$ cat config.mk
export PLATFORM = sky130hd
export DESIGN_NAME = awm_window_monitor
export DESIGN_NICKNAME = d
export VERILOG_FILES = /design/src/verilog/awm_pkg.sv /design/src/verilog/awm_ms_tick.sv /design/src/verilog/awm_window_monitor.sv
export VERILOG_INCLUDE_DIRS = /design/src /design/src/verilog
export SDC_FILE = /design/constraint.sdc
export NUM_CORES = 1
export LEC_CHECK = 0
export BUFFER_PORTS_ARGS = -buffer_cell sky130_fd_sc_hd__buf_2
export CAP_MARGIN = 20
export CORE_MARGIN = 1.5
export CORE_UTILIZATION = 39
export DETAILED_ROUTE_END_ITERATION = 6
export HOLD_SLACK_MARGIN = 0.05
export PLACE_DENSITY = 0.6
export SYNTH_ARGS = -nofsm -noshare
export SYNTH_HDL_FRONTEND = slang
export SYNTH_SLANG_ARGS = --single-unit
$ cat constraint.sdc
create_clock -name sys_clk -period 4.5 [get_ports sys_clk]
set_clock_uncertainty 0.15 [all_clocks]
set_input_delay 0.45 -clock sys_clk [delete_from_list [all_inputs] [get_ports sys_clk]]
set_output_delay 0.45 -clock sys_clk [all_outputs]
set_load 0.01 [all_outputs]
$ cat src/verilog/awm_regs.svh
// register map, field positions and timing constants of the auto window monitor
// Function
// - enable bit 7 of control runs interval counter; clearing stops auto conversions
// - 3-bit interval select picks 4,8,16,...,512 ms, doubling per code
// - at period match with converter_power_enable set and no conversion busy, converter is powered up and one conversion starts
// - result outside limits increments the 3-bit out-of-range count by one
// - count equal to threshold raises interrupt request and clears count
// - threshold codes 00,01,10,11 mean 1,2,4,7 events
// - counting, comparing and event counting continue during CPU idle or sleep
// - auto-conversion interrupt can wake the CPU
// - control bit 5 zero enables amp turn-on timing, one disables it
// - upper limit: bits 11..4 in high byte, bits 3..0 in low bits 7..4
// - lower limit uses the same split across its two registers
// - unimplemented bits read zero and ignore writes
// - compared value is the 12-bit converter result, full scale FFF
`ifndef AWM_REGS_SVH
`define AWM_REGS_SVH

`define AWM_OFS_CTRL 8'h00
`define AWM_OFS_EVT 8'h04
`define AWM_OFS_UP_LO 8'h08
`define AWM_OFS_UP_HI 8'h0C
`define AWM_OFS_LO_LO 8'h10
`define AWM_OFS_LO_HI 8'h14
`define AWM_OFS_STAT 8'h18
`define AWM_OFS_MASK 8'h1C
`define AWM_OFS_RESULT 8'h20

`define AWM_CTRL_EN_BIT 7
`define AWM_CTRL_AMP_BIT 5
`define AWM_CTRL_IVL_MSB 2
`define AWM_CTRL_IVL_LSB 0
`define AWM_EVT_CNT_MSB 6
`define AWM_EVT_CNT_LSB 4
`define AWM_EVT_THR_MSB 1
`define AWM_EVT_THR_LSB 0
`define AWM_LIM_LO_MSB 7
`define AWM_LIM_LO_LSB 4
`define AWM_LIM_HI_MSB 7
`define AWM_LIM_HI_LSB 0
`define AWM_IRQ_WIN_BIT 0
`define AWM_IRQ_DONE_BIT 1
`define AWM_RES_MSB 11
`define AWM_RES_LSB 0

`define AWM_HTRANS_NONSEQ 2'h2
`define AWM_RESET_BYTE 8'h00
`define AWM_BASE_MS 10'h004
`define AWM_THR_CODE0 3'h1
`define AWM_THR_CODE1 3'h2
`define AWM_THR_CODE2 3'h4
`define AWM_THR_CODE3 3'h7
`define AWM_FULL_SCALE 12'hFFF

`define AWM_CLK_NS 10
`define AWM_MS_NS 1000000
`define AWM_MS_CYCLES (`AWM_MS_NS / `AWM_CLK_NS)
`define AWM_SETTLE_NS 2000
`define AWM_SETTLE_CYCLES ((`AWM_SETTLE_NS + `AWM_CLK_NS - 1) / `AWM_CLK_NS)

`endif

$ cat src/verilog/awm_pkg.sv
// types shared by the auto window monitor modules
package awm_pkg;

  typedef enum logic [1:0] {ST_IDLE, ST_SETTLE, ST_CONVERT} awm_phase_t;

  typedef struct packed {
    logic power_up;
    logic start;
  } awm_adc_req_t;

  typedef struct packed {
    logic done;
    logic [11:0] result;
  } awm_adc_rsp_t;

  typedef struct packed {
    logic [31:0] cnt;
    logic tick;
  } awm_tick_st_t;

  typedef struct packed {
    logic auto_en;
    logic amp_dis;
    logic [2:0] ivl_sel;
    logic [2:0] evt_cnt;
    logic [1:0] thr_sel;
    logic [3:0] up_lo;
    logic [7:0] up_hi;
    logic [3:0] lo_lo;
    logic [7:0] lo_hi;
    logic [1:0] irq_stat;
    logic [1:0] irq_mask;
    logic [11:0] last_result;
    logic [9:0] ms_cnt;
    awm_phase_t phase;
    logic [7:0] settle_cnt;
    logic adc_start;
    logic dph_wr;
    logic [7:0] dph_addr;
    logic [31:0] rdata;
  } awm_state_t;

endpackage : awm_pkg

$ cat src/verilog/awm_ms_tick.sv
// millisecond enable pulse divider for the interval counter
`include "awm_regs.svh"

module awm_ms_tick #(
  parameter int unsigned CYCLES = `AWM_MS_CYCLES
) (
  input wire logic sys_clk,
  input wire logic nrst,
  input wire logic restart,
  output logic tick
);
  import awm_pkg::*;

  awm_tick_st_t s_ff;
  awm_tick_st_t nxt_s;

  always_comb
  begin
    nxt_s = s_ff;
    nxt_s.tick = 1'b0;
    if (restart)
    begin
      nxt_s.cnt = '0;
    end
    else if (s_ff.cnt == 32'(CYCLES - 1))
    begin
      nxt_s.cnt = '0;
      nxt_s.tick = 1'b1;
    end
    else
    begin
      nxt_s.cnt = s_ff.cnt + 32'h0000_0001;
    end
  end

  always_ff @(posedge sys_clk or negedge nrst)
  begin
    if (!nrst)
    begin
      s_ff <= '0;
    end
    else
    begin
      s_ff <= nxt_s;
    end
  end

  assign tick = s_ff.tick;

endmodule : awm_ms_tick

$ cat src/verilog/awm_window_monitor.sv
// periodic converter sequencer with window compare, event count and ahb-lite registers
`include "awm_regs.svh"

module awm_window_monitor #(
  parameter int unsigned MS_CYCLES = `AWM_MS_CYCLES
) (
  input wire logic sys_clk,
  input wire logic nrst,
  input wire logic hsel,
  input wire logic [31:0] haddr,
  input wire logic [1:0] htrans,
  input wire logic hwrite,
  input wire logic [2:0] hsize,
  input wire logic [31:0] hwdata,
  input wire logic hready,
  output logic hreadyout,
  output logic hresp,
  output logic [31:0] hrdata,
  input wire logic converter_power_enable,
  output awm_pkg::awm_adc_req_t adc_req,
  input wire awm_pkg::awm_adc_rsp_t adc_rsp,
  output logic irq
);
  import awm_pkg::*;

  localparam int SETTLE_N = `AWM_SETTLE_CYCLES;

  awm_state_t s_ff;
  awm_state_t nxt_s;
  logic ms_tick;
  logic ivl_restart;
  logic [9:0] period;
  logic [11:0] upper;
  logic [11:0] lower;
  logic out_of_range;
  logic [2:0] thr_count;
  logic [2:0] cnt_inc;
  logic trigger;
  logic aph_valid;
  logic rd_stat;
  logic [1:0] irq_set;

  function automatic logic [31:0] read_mux(input awm_state_t st, input logic [7:0] a);
    logic [31:0] r;
    r = '0;
    case (a)
      `AWM_OFS_CTRL:
      begin
        r[`AWM_CTRL_EN_BIT] = st.auto_en;
        r[`AWM_CTRL_AMP_BIT] = st.amp_dis;
        r[`AWM_CTRL_IVL_MSB:`AWM_CTRL_IVL_LSB] = st.ivl_sel;
      end
      `AWM_OFS_EVT:
      begin
        r[`AWM_EVT_CNT_MSB:`AWM_EVT_CNT_LSB] = st.evt_cnt;
        r[`AWM_EVT_THR_MSB:`AWM_EVT_THR_LSB] = st.thr_sel;
      end
      `AWM_OFS_UP_LO: r[`AWM_LIM_LO_MSB:`AWM_LIM_LO_LSB] = st.up_lo;
      `AWM_OFS_UP_HI: r[`AWM_LIM_HI_MSB:`AWM_LIM_HI_LSB] = st.up_hi;
      `AWM_OFS_LO_LO: r[`AWM_LIM_LO_MSB:`AWM_LIM_LO_LSB] = st.lo_lo;
      `AWM_OFS_LO_HI: r[`AWM_LIM_HI_MSB:`AWM_LIM_HI_LSB] = st.lo_hi;
      `AWM_OFS_MASK:
      begin
        r[`AWM_IRQ_DONE_BIT] = st.irq_mask[`AWM_IRQ_DONE_BIT];
        r[`AWM_IRQ_WIN_BIT] = st.irq_mask[`AWM_IRQ_WIN_BIT];
      end
      `AWM_OFS_RESULT: r[`AWM_RES_MSB:`AWM_RES_LSB] = st.last_result;
      default: r = '0;
    endcase
    return r;
  endfunction : read_mux

  // the divider restarts together with the interval counter so the first
  // period after enabling is a full one
  awm_ms_tick #(
    .CYCLES(MS_CYCLES)
  ) u_ms_tick (
    .sys_clk(sys_clk),
    .nrst(nrst),
    .restart(ivl_restart),
    .tick(ms_tick)
  );

  always_comb
  begin
    period = `AWM_BASE_MS << s_ff.ivl_sel;
    upper = {s_ff.up_hi, s_ff.up_lo};
    lower = {s_ff.lo_hi, s_ff.lo_lo};
    // plain unsigned compare, equality counts as inside
    out_of_range = (adc_rsp.result > upper) || (adc_rsp.result < lower);
    case (s_ff.thr_sel)
      2'h0: thr_count = `AWM_THR_CODE0;
      2'h1: thr_count = `AWM_THR_CODE1;
      2'h2: thr_count = `AWM_THR_CODE2;
      default: thr_count = `AWM_THR_CODE3;
    endcase
    cnt_inc = s_ff.evt_cnt + 3'h1;
    aph_valid = hsel && hready && (htrans == `AWM_HTRANS_NONSEQ);
    rd_stat = aph_valid && !hwrite && (haddr[7:0] == `AWM_OFS_STAT);
  end

  always_comb
  begin
    nxt_s = s_ff;
    nxt_s.adc_start = 1'b0;
    ivl_restart = !s_ff.auto_en;
    irq_set = 2'h0;
    trigger = 1'b0;

    // data phase of a write: only implemented bits are stored
    if (s_ff.dph_wr)
    begin
      case (s_ff.dph_addr)
        `AWM_OFS_CTRL:
        begin
          nxt_s.auto_en = hwdata[`AWM_CTRL_EN_BIT];
          nxt_s.amp_dis = hwdata[`AWM_CTRL_AMP_BIT];
          nxt_s.ivl_sel = hwdata[`AWM_CTRL_IVL_MSB:`AWM_CTRL_IVL_LSB];
          ivl_restart = 1'b1;
        end
        `AWM_OFS_EVT:
        begin
          nxt_s.evt_cnt = hwdata[`AWM_EVT_CNT_MSB:`AWM_EVT_CNT_LSB];
          nxt_s.thr_sel = hwdata[`AWM_EVT_THR_MSB:`AWM_EVT_THR_LSB];
        end
        `AWM_OFS_UP_LO: nxt_s.up_lo = hwdata[`AWM_LIM_LO_MSB:`AWM_LIM_LO_LSB];
        `AWM_OFS_UP_HI: nxt_s.up_hi = hwdata[`AWM_LIM_HI_MSB:`AWM_LIM_HI_LSB];
        `AWM_OFS_LO_LO: nxt_s.lo_lo = hwdata[`AWM_LIM_LO_MSB:`AWM_LIM_LO_LSB];
        `AWM_OFS_LO_HI: nxt_s.lo_hi = hwdata[`AWM_LIM_HI_MSB:`AWM_LIM_HI_LSB];
        `AWM_OFS_MASK:
        begin
          nxt_s.irq_mask[`AWM_IRQ_WIN_BIT] = hwdata[`AWM_IRQ_WIN_BIT];
          nxt_s.irq_mask[`AWM_IRQ_DONE_BIT] = hwdata[`AWM_IRQ_DONE_BIT];
        end
        default: nxt_s.irq_mask = s_ff.irq_mask;
      endcase
    end

    // interval counter in milliseconds; no sleep input exists, so it keeps
    // running whatever the cpu is doing
    if (ivl_restart)
    begin
      nxt_s.ms_cnt = '0;
    end
    else if (ms_tick)
    begin
      if (10'(s_ff.ms_cnt + 10'h001) == period)
      begin
        nxt_s.ms_cnt = '0;
        // a match while the previous conversion is still busy is skipped
        trigger = (s_ff.phase == ST_IDLE) && converter_power_enable;
      end
      else
      begin
        nxt_s.ms_cnt = 10'(s_ff.ms_cnt + 10'h001);
      end
    end

    case (s_ff.phase)
      ST_IDLE:
      begin
        if (trigger)
        begin
          nxt_s.settle_cnt = '0;
          if (s_ff.amp_dis)
          begin
            nxt_s.adc_start = 1'b1;
            nxt_s.phase = ST_CONVERT;
          end
          else
          begin
            nxt_s.phase = ST_SETTLE;
          end
        end
      end
      ST_SETTLE:
      begin
        // amplifier and converter warm up before the start strobe
        if (!s_ff.auto_en)
        begin
          nxt_s.phase = ST_IDLE;
        end
        else if (s_ff.settle_cnt == 8'(SETTLE_N - 1))
        begin
          nxt_s.adc_start = 1'b1;
          nxt_s.phase = ST_CONVERT;
        end
        else
        begin
          nxt_s.settle_cnt = s_ff.settle_cnt + 8'h01;
        end
      end
      ST_CONVERT:
      begin
        // a started conversion is allowed to finish even if disabled meanwhile
        if (adc_rsp.done)
        begin
          nxt_s.phase = ST_IDLE;
          nxt_s.last_result = adc_rsp.result;
          irq_set[`AWM_IRQ_DONE_BIT] = 1'b1;
          if (out_of_range)
          begin
            if (cnt_inc == thr_count)
            begin
              nxt_s.evt_cnt = '0;
              irq_set[`AWM_IRQ_WIN_BIT] = 1'b1;
            end
            else
            begin
              nxt_s.evt_cnt = cnt_inc;
            end
          end
        end
      end
      default: nxt_s.phase = ST_IDLE;
    endcase

    // read clears status; an event in the same cycle survives the clear
    nxt_s.irq_stat = (rd_stat ? 2'h0 : s_ff.irq_stat) | irq_set;

    nxt_s.dph_wr = aph_valid && hwrite;
    if (aph_valid)
    begin
      nxt_s.dph_addr = haddr[7:0];
    end
    if (aph_valid && !hwrite)
    begin
      // reading the next-state copy makes a read right after a write see it
      if (haddr[7:0] == `AWM_OFS_STAT)
      begin
        nxt_s.rdata = {30'h0, s_ff.irq_stat};
      end
      else
      begin
        nxt_s.rdata = read_mux(nxt_s, haddr[7:0]);
      end
    end
  end

  always_ff @(posedge sys_clk or negedge nrst)
  begin
    if (!nrst)
    begin
      s_ff <= '0;
      s_ff.phase <= ST_IDLE;
    end
    else
    begin
      s_ff <= nxt_s;
    end
  end

  assign hreadyout = 1'b1;
  assign hresp = 1'b0;
  assign hrdata = s_ff.rdata;
  assign adc_req.power_up = (s_ff.phase != ST_IDLE);
  assign adc_req.start = s_ff.adc_start;
  // level output that doubles as the wake request to the cpu
  assign irq = |(s_ff.irq_stat & s_ff.irq_mask);
endmodule : awm_window_monitor

==> results.yml <==
yosys:
  yosys_warnings: 0
  synthMuxAreaShare: 0.0783
  postSynth.topFlopCell: "sky130_fd_sc_hd__dfrtp_1"
  ys_ff_latch: 125
  synth-compound-area-share: 0.0997
  cell_types_with_the_largest_area_share_after_synthesis: "sky130_fd_sc_hd__dfrtp_1 (44%), sky130_fd_sc_hd__mux2_2 (7.7%), sky130_fd_sc_hd__ha_1 (5.2%)"
  ys_types: 73
  syn_area_per_cell_sq_um: 10.0
  synth-seq-area-share: 0.436
  post_synthesis_simple_gate_area_fraction: 0.201
  largest_family_of_logic_cells_by_synthesized_area: "simple AND/OR/NAND/NOR gates"
  post_synth_xor_area_fraction: 0.0642
  synth.cell_area_sq_mm: 0.00718
  post_synth_fa_ha_maj_area_fraction: 0.0523
  post_synth_inst_count: 717
  biggest_area_consumer_among_synthesized_cells: "sky130_fd_sc_hd__dfrtp_1"
  synth.top_cell.area_share: 0.436
  async_flop_share: 1.00
  synth_enable_flop_cells: 0
worst_setup_path:
  cpPeakStageDelay_ns: 0.52
  top_fanout_value_on_the_critical_path: 11
  r2r_setup_slack_ns: 1.36
  cp_cell_sequence: "ha_1 -> nand3_1 -> xor2_1 -> or4b_1 -> a21oi_2 -> o2111ai_2 -> nor3_4 -> o21ai_1"
  type_of_origin_of_the_critical_path: "register"
  timing_worst_setup_path_type: "reg -> reg"
  critPathSlowestCell: "sky130_fd_sc_hd__nor3_4"
  cp-end-kind: "register"
  timing.critical_path.arrival_ns: 3.27
  cp.required_ns: 4.64
clock_tree:
  postCtsSetupBuffers: 0
  inserted_clock_buffers: 17
  max-clock-path-buffers: 2
  tritoncts: "yes"
  cts_sinks: 125
  clock_tree.root_cell: "sky130_fd_sc_hd__clkbuf_16"
  clk_latency_ns: 0.42
  cts.htree.levels: 4
  cts.clk_slew.worst_paths_ns: 0.05
finish:
  final_cell_mix: "sky130_fd_sc_hd__dfrtp_1 (125), sky130_fd_sc_hd__nor2_1 (69), sky130_fd_sc_hd__nand2_1 (66)"
  final-seq-area_sq_mm: 0.00313
  final_common_cell: "sky130_fd_sc_hd__dfrtp_1"
  finish.cell_count_without_fillers: 1000
  fin_util: 0.448
  multi_input_comb_area_sq_mm: 0.00364
  final.fill_count: 1737
  layout-area-overhead-vs-synth_pct: 12.5
  diodes: 0
  final_net_count: 877
  layout-drive-gt1-share: 0.210
status:
  run_status: "complete, no violations"
timing:
  layout_worst_path_cycle_share: 0.697
  relSlewSlack: 0.373
  final_hold_viol_count: 0
  rsz0062_at_grt: "no"
  fin_tns_setup_ns: 0
  setup_violations: 0
  max_clock_freq_mhz: 319
  timing_worst_slew_pin_value_ns: 0.917
  pins_over_slew_limit: 0
  final_period_minus_worst_setup_slack_ns: 3.14
placement:
  gpl.final_weighted_congestion: 0.824
  port_buffers: 51
  placed_cells_incl_taps: 968
  dp.final_hpwl_mm: 11.7
floorplan:
  core_sq_mm: 0.0180
  fp.dieArea_sq_mm: 0.0192
  fp.dieW_um: 139
  initial_core_util: 0.398
  floorplan.rows: 49
  pin_count: 125
  floorplan.die.height_um: 139
pwr:
  power.density_mw_per_mm2: 366
  worst_vdd_drop_uv: 252
  cellLeakagePower_nw: 3.79
routing:
  postRouteWirelength_mm: 15.9
  drt_first_iter_violations: 263
  route.antenna.remaining_nets: 0
  vias: 5225
  post_drt_wl_per_cell_um: 15.9
  via_per_inst: 5.23
  drc: 0
  drtPass1Iterations: 6
grt:
  grt_pass1_wl_mm: 26.2
  grt_remaining_overflow: 0
  largest_net_degree_at_the_start_of_global_routing: 71
  grt_antenna_before_repair: 0
  first_global_vias: 4991
  grt.total_usage: 0.173
worst_hold_path:
  hp-class: "in -> reg"
job:
  timing.max_cap.violations: 0
## worst paths after layout
check / depth (start not counted) / from / end
worst max-delay path: 8 / s_ff[52] / s_ff[42]
worst min-delay path: 3 / hwrite / s_ff[40]
worst max register to register: 8 / s_ff[52] / s_ff[42]
worst min register to register: 2 / hrdata[2] / hrdata[2]
max in group asynchronous: 3 / nrst / u_ms_tick.s_ff[11]
min in group asynchronous: 2 / nrst / s_ff[98]
## sequential cells by signal, summed over array words and instances, names as in the netlist
register,count
hrdata,12
lower,12
s_ff,67
u_ms_tick.tick,1
adc_req,1
u_ms_tick.s_ff,32
## worst max-delay path, delay by kind of cell (launching register included)
| kind | cells | cell delay, ns |
|---|---|---|
| AND/OR/NAND/NOR | 3 | 1.16 |
| AO/OA/AOI/OAI | 3 | 0.69 |
| XOR/XNOR | 1 | 0.26 |
| adder cells (fa/ha/maj) | 1 | 0.31 |
| flip-flops | 1 | 0.43 |
## report_power, final
group          total (mW)  switching [mW]  internal, mW  leakage, nW
Clock                1.34           0.508         0.834        0.280
Sequential           1.29          0.0800          1.21         1.63
Combinational       0.323           0.188         0.134         1.88
## Yosys cell counts (all sizes together), types with 14 or more instances
master,number
nor3,14
buf,45
xnor2,18
dfrtp,125
mux2,49
nand2,66
ha,30
nand3,32
nand4,14
inv,33
a21oi,18
and3,14
nor2,71
xor2,31
o21ai,22
## routing by layer
layer	track usage	up-vias	part of all wire
li1	-	2578	-
met1	0.254	2503	0.50
met2	0.251	121	0.43
met3	0.0366	23	0.052
met4	0.0636	0	0.018
met5	0	-	0
## cell type report
cell class,count,area share
multi-input cells,523,0.451
flip-flops and latches,125,0.387
clock buffers,19,0.0561
repair buffers,59,0.0397
well taps,229,0.0355
inverters,33,0.0153
clock inverters,12,0.0150
## through the flow
step / power (mW) / area, sq um / hold slack [ns] / setup WS (ns)
floorplan: 1.53 / 7250 / 0.00441 / 1.98
global placement: 1.63 / 7490 / 0.315 / 1.41
detailed placement: 1.63 / 7490 / 0.321 / 1.38
CTS: 2.98 / 8070 / 0.116 / 1.37
global route: 3.09 / 8070 / 0.154 / 1.16
finish: 2.95 / 8070 / 0.134 / 1.36
## kinds of logic (layout without fill, tap and decap cells)
kind of cell / Yosys count / in the layout
DFF: 125 / 125
AOI/OAI and AO/OA: 98 / 98
buffers and inverters: 89 / 123
xor gates and xnor gates: 50 / 50
muxes: 50 / 50
and+or+nand+nor: 273 / 273
adders and majority gates: 30 / 30
other: 2 / 22
## repair_timing
action | CTS | global route
gates resized for setup | 0 | 0
endpoints found under the hold margin | 14 | 0
hold buffers | 1 | 0
setup endpoints to repair | 0 | 0
Power figures use the tool's default switching activity.
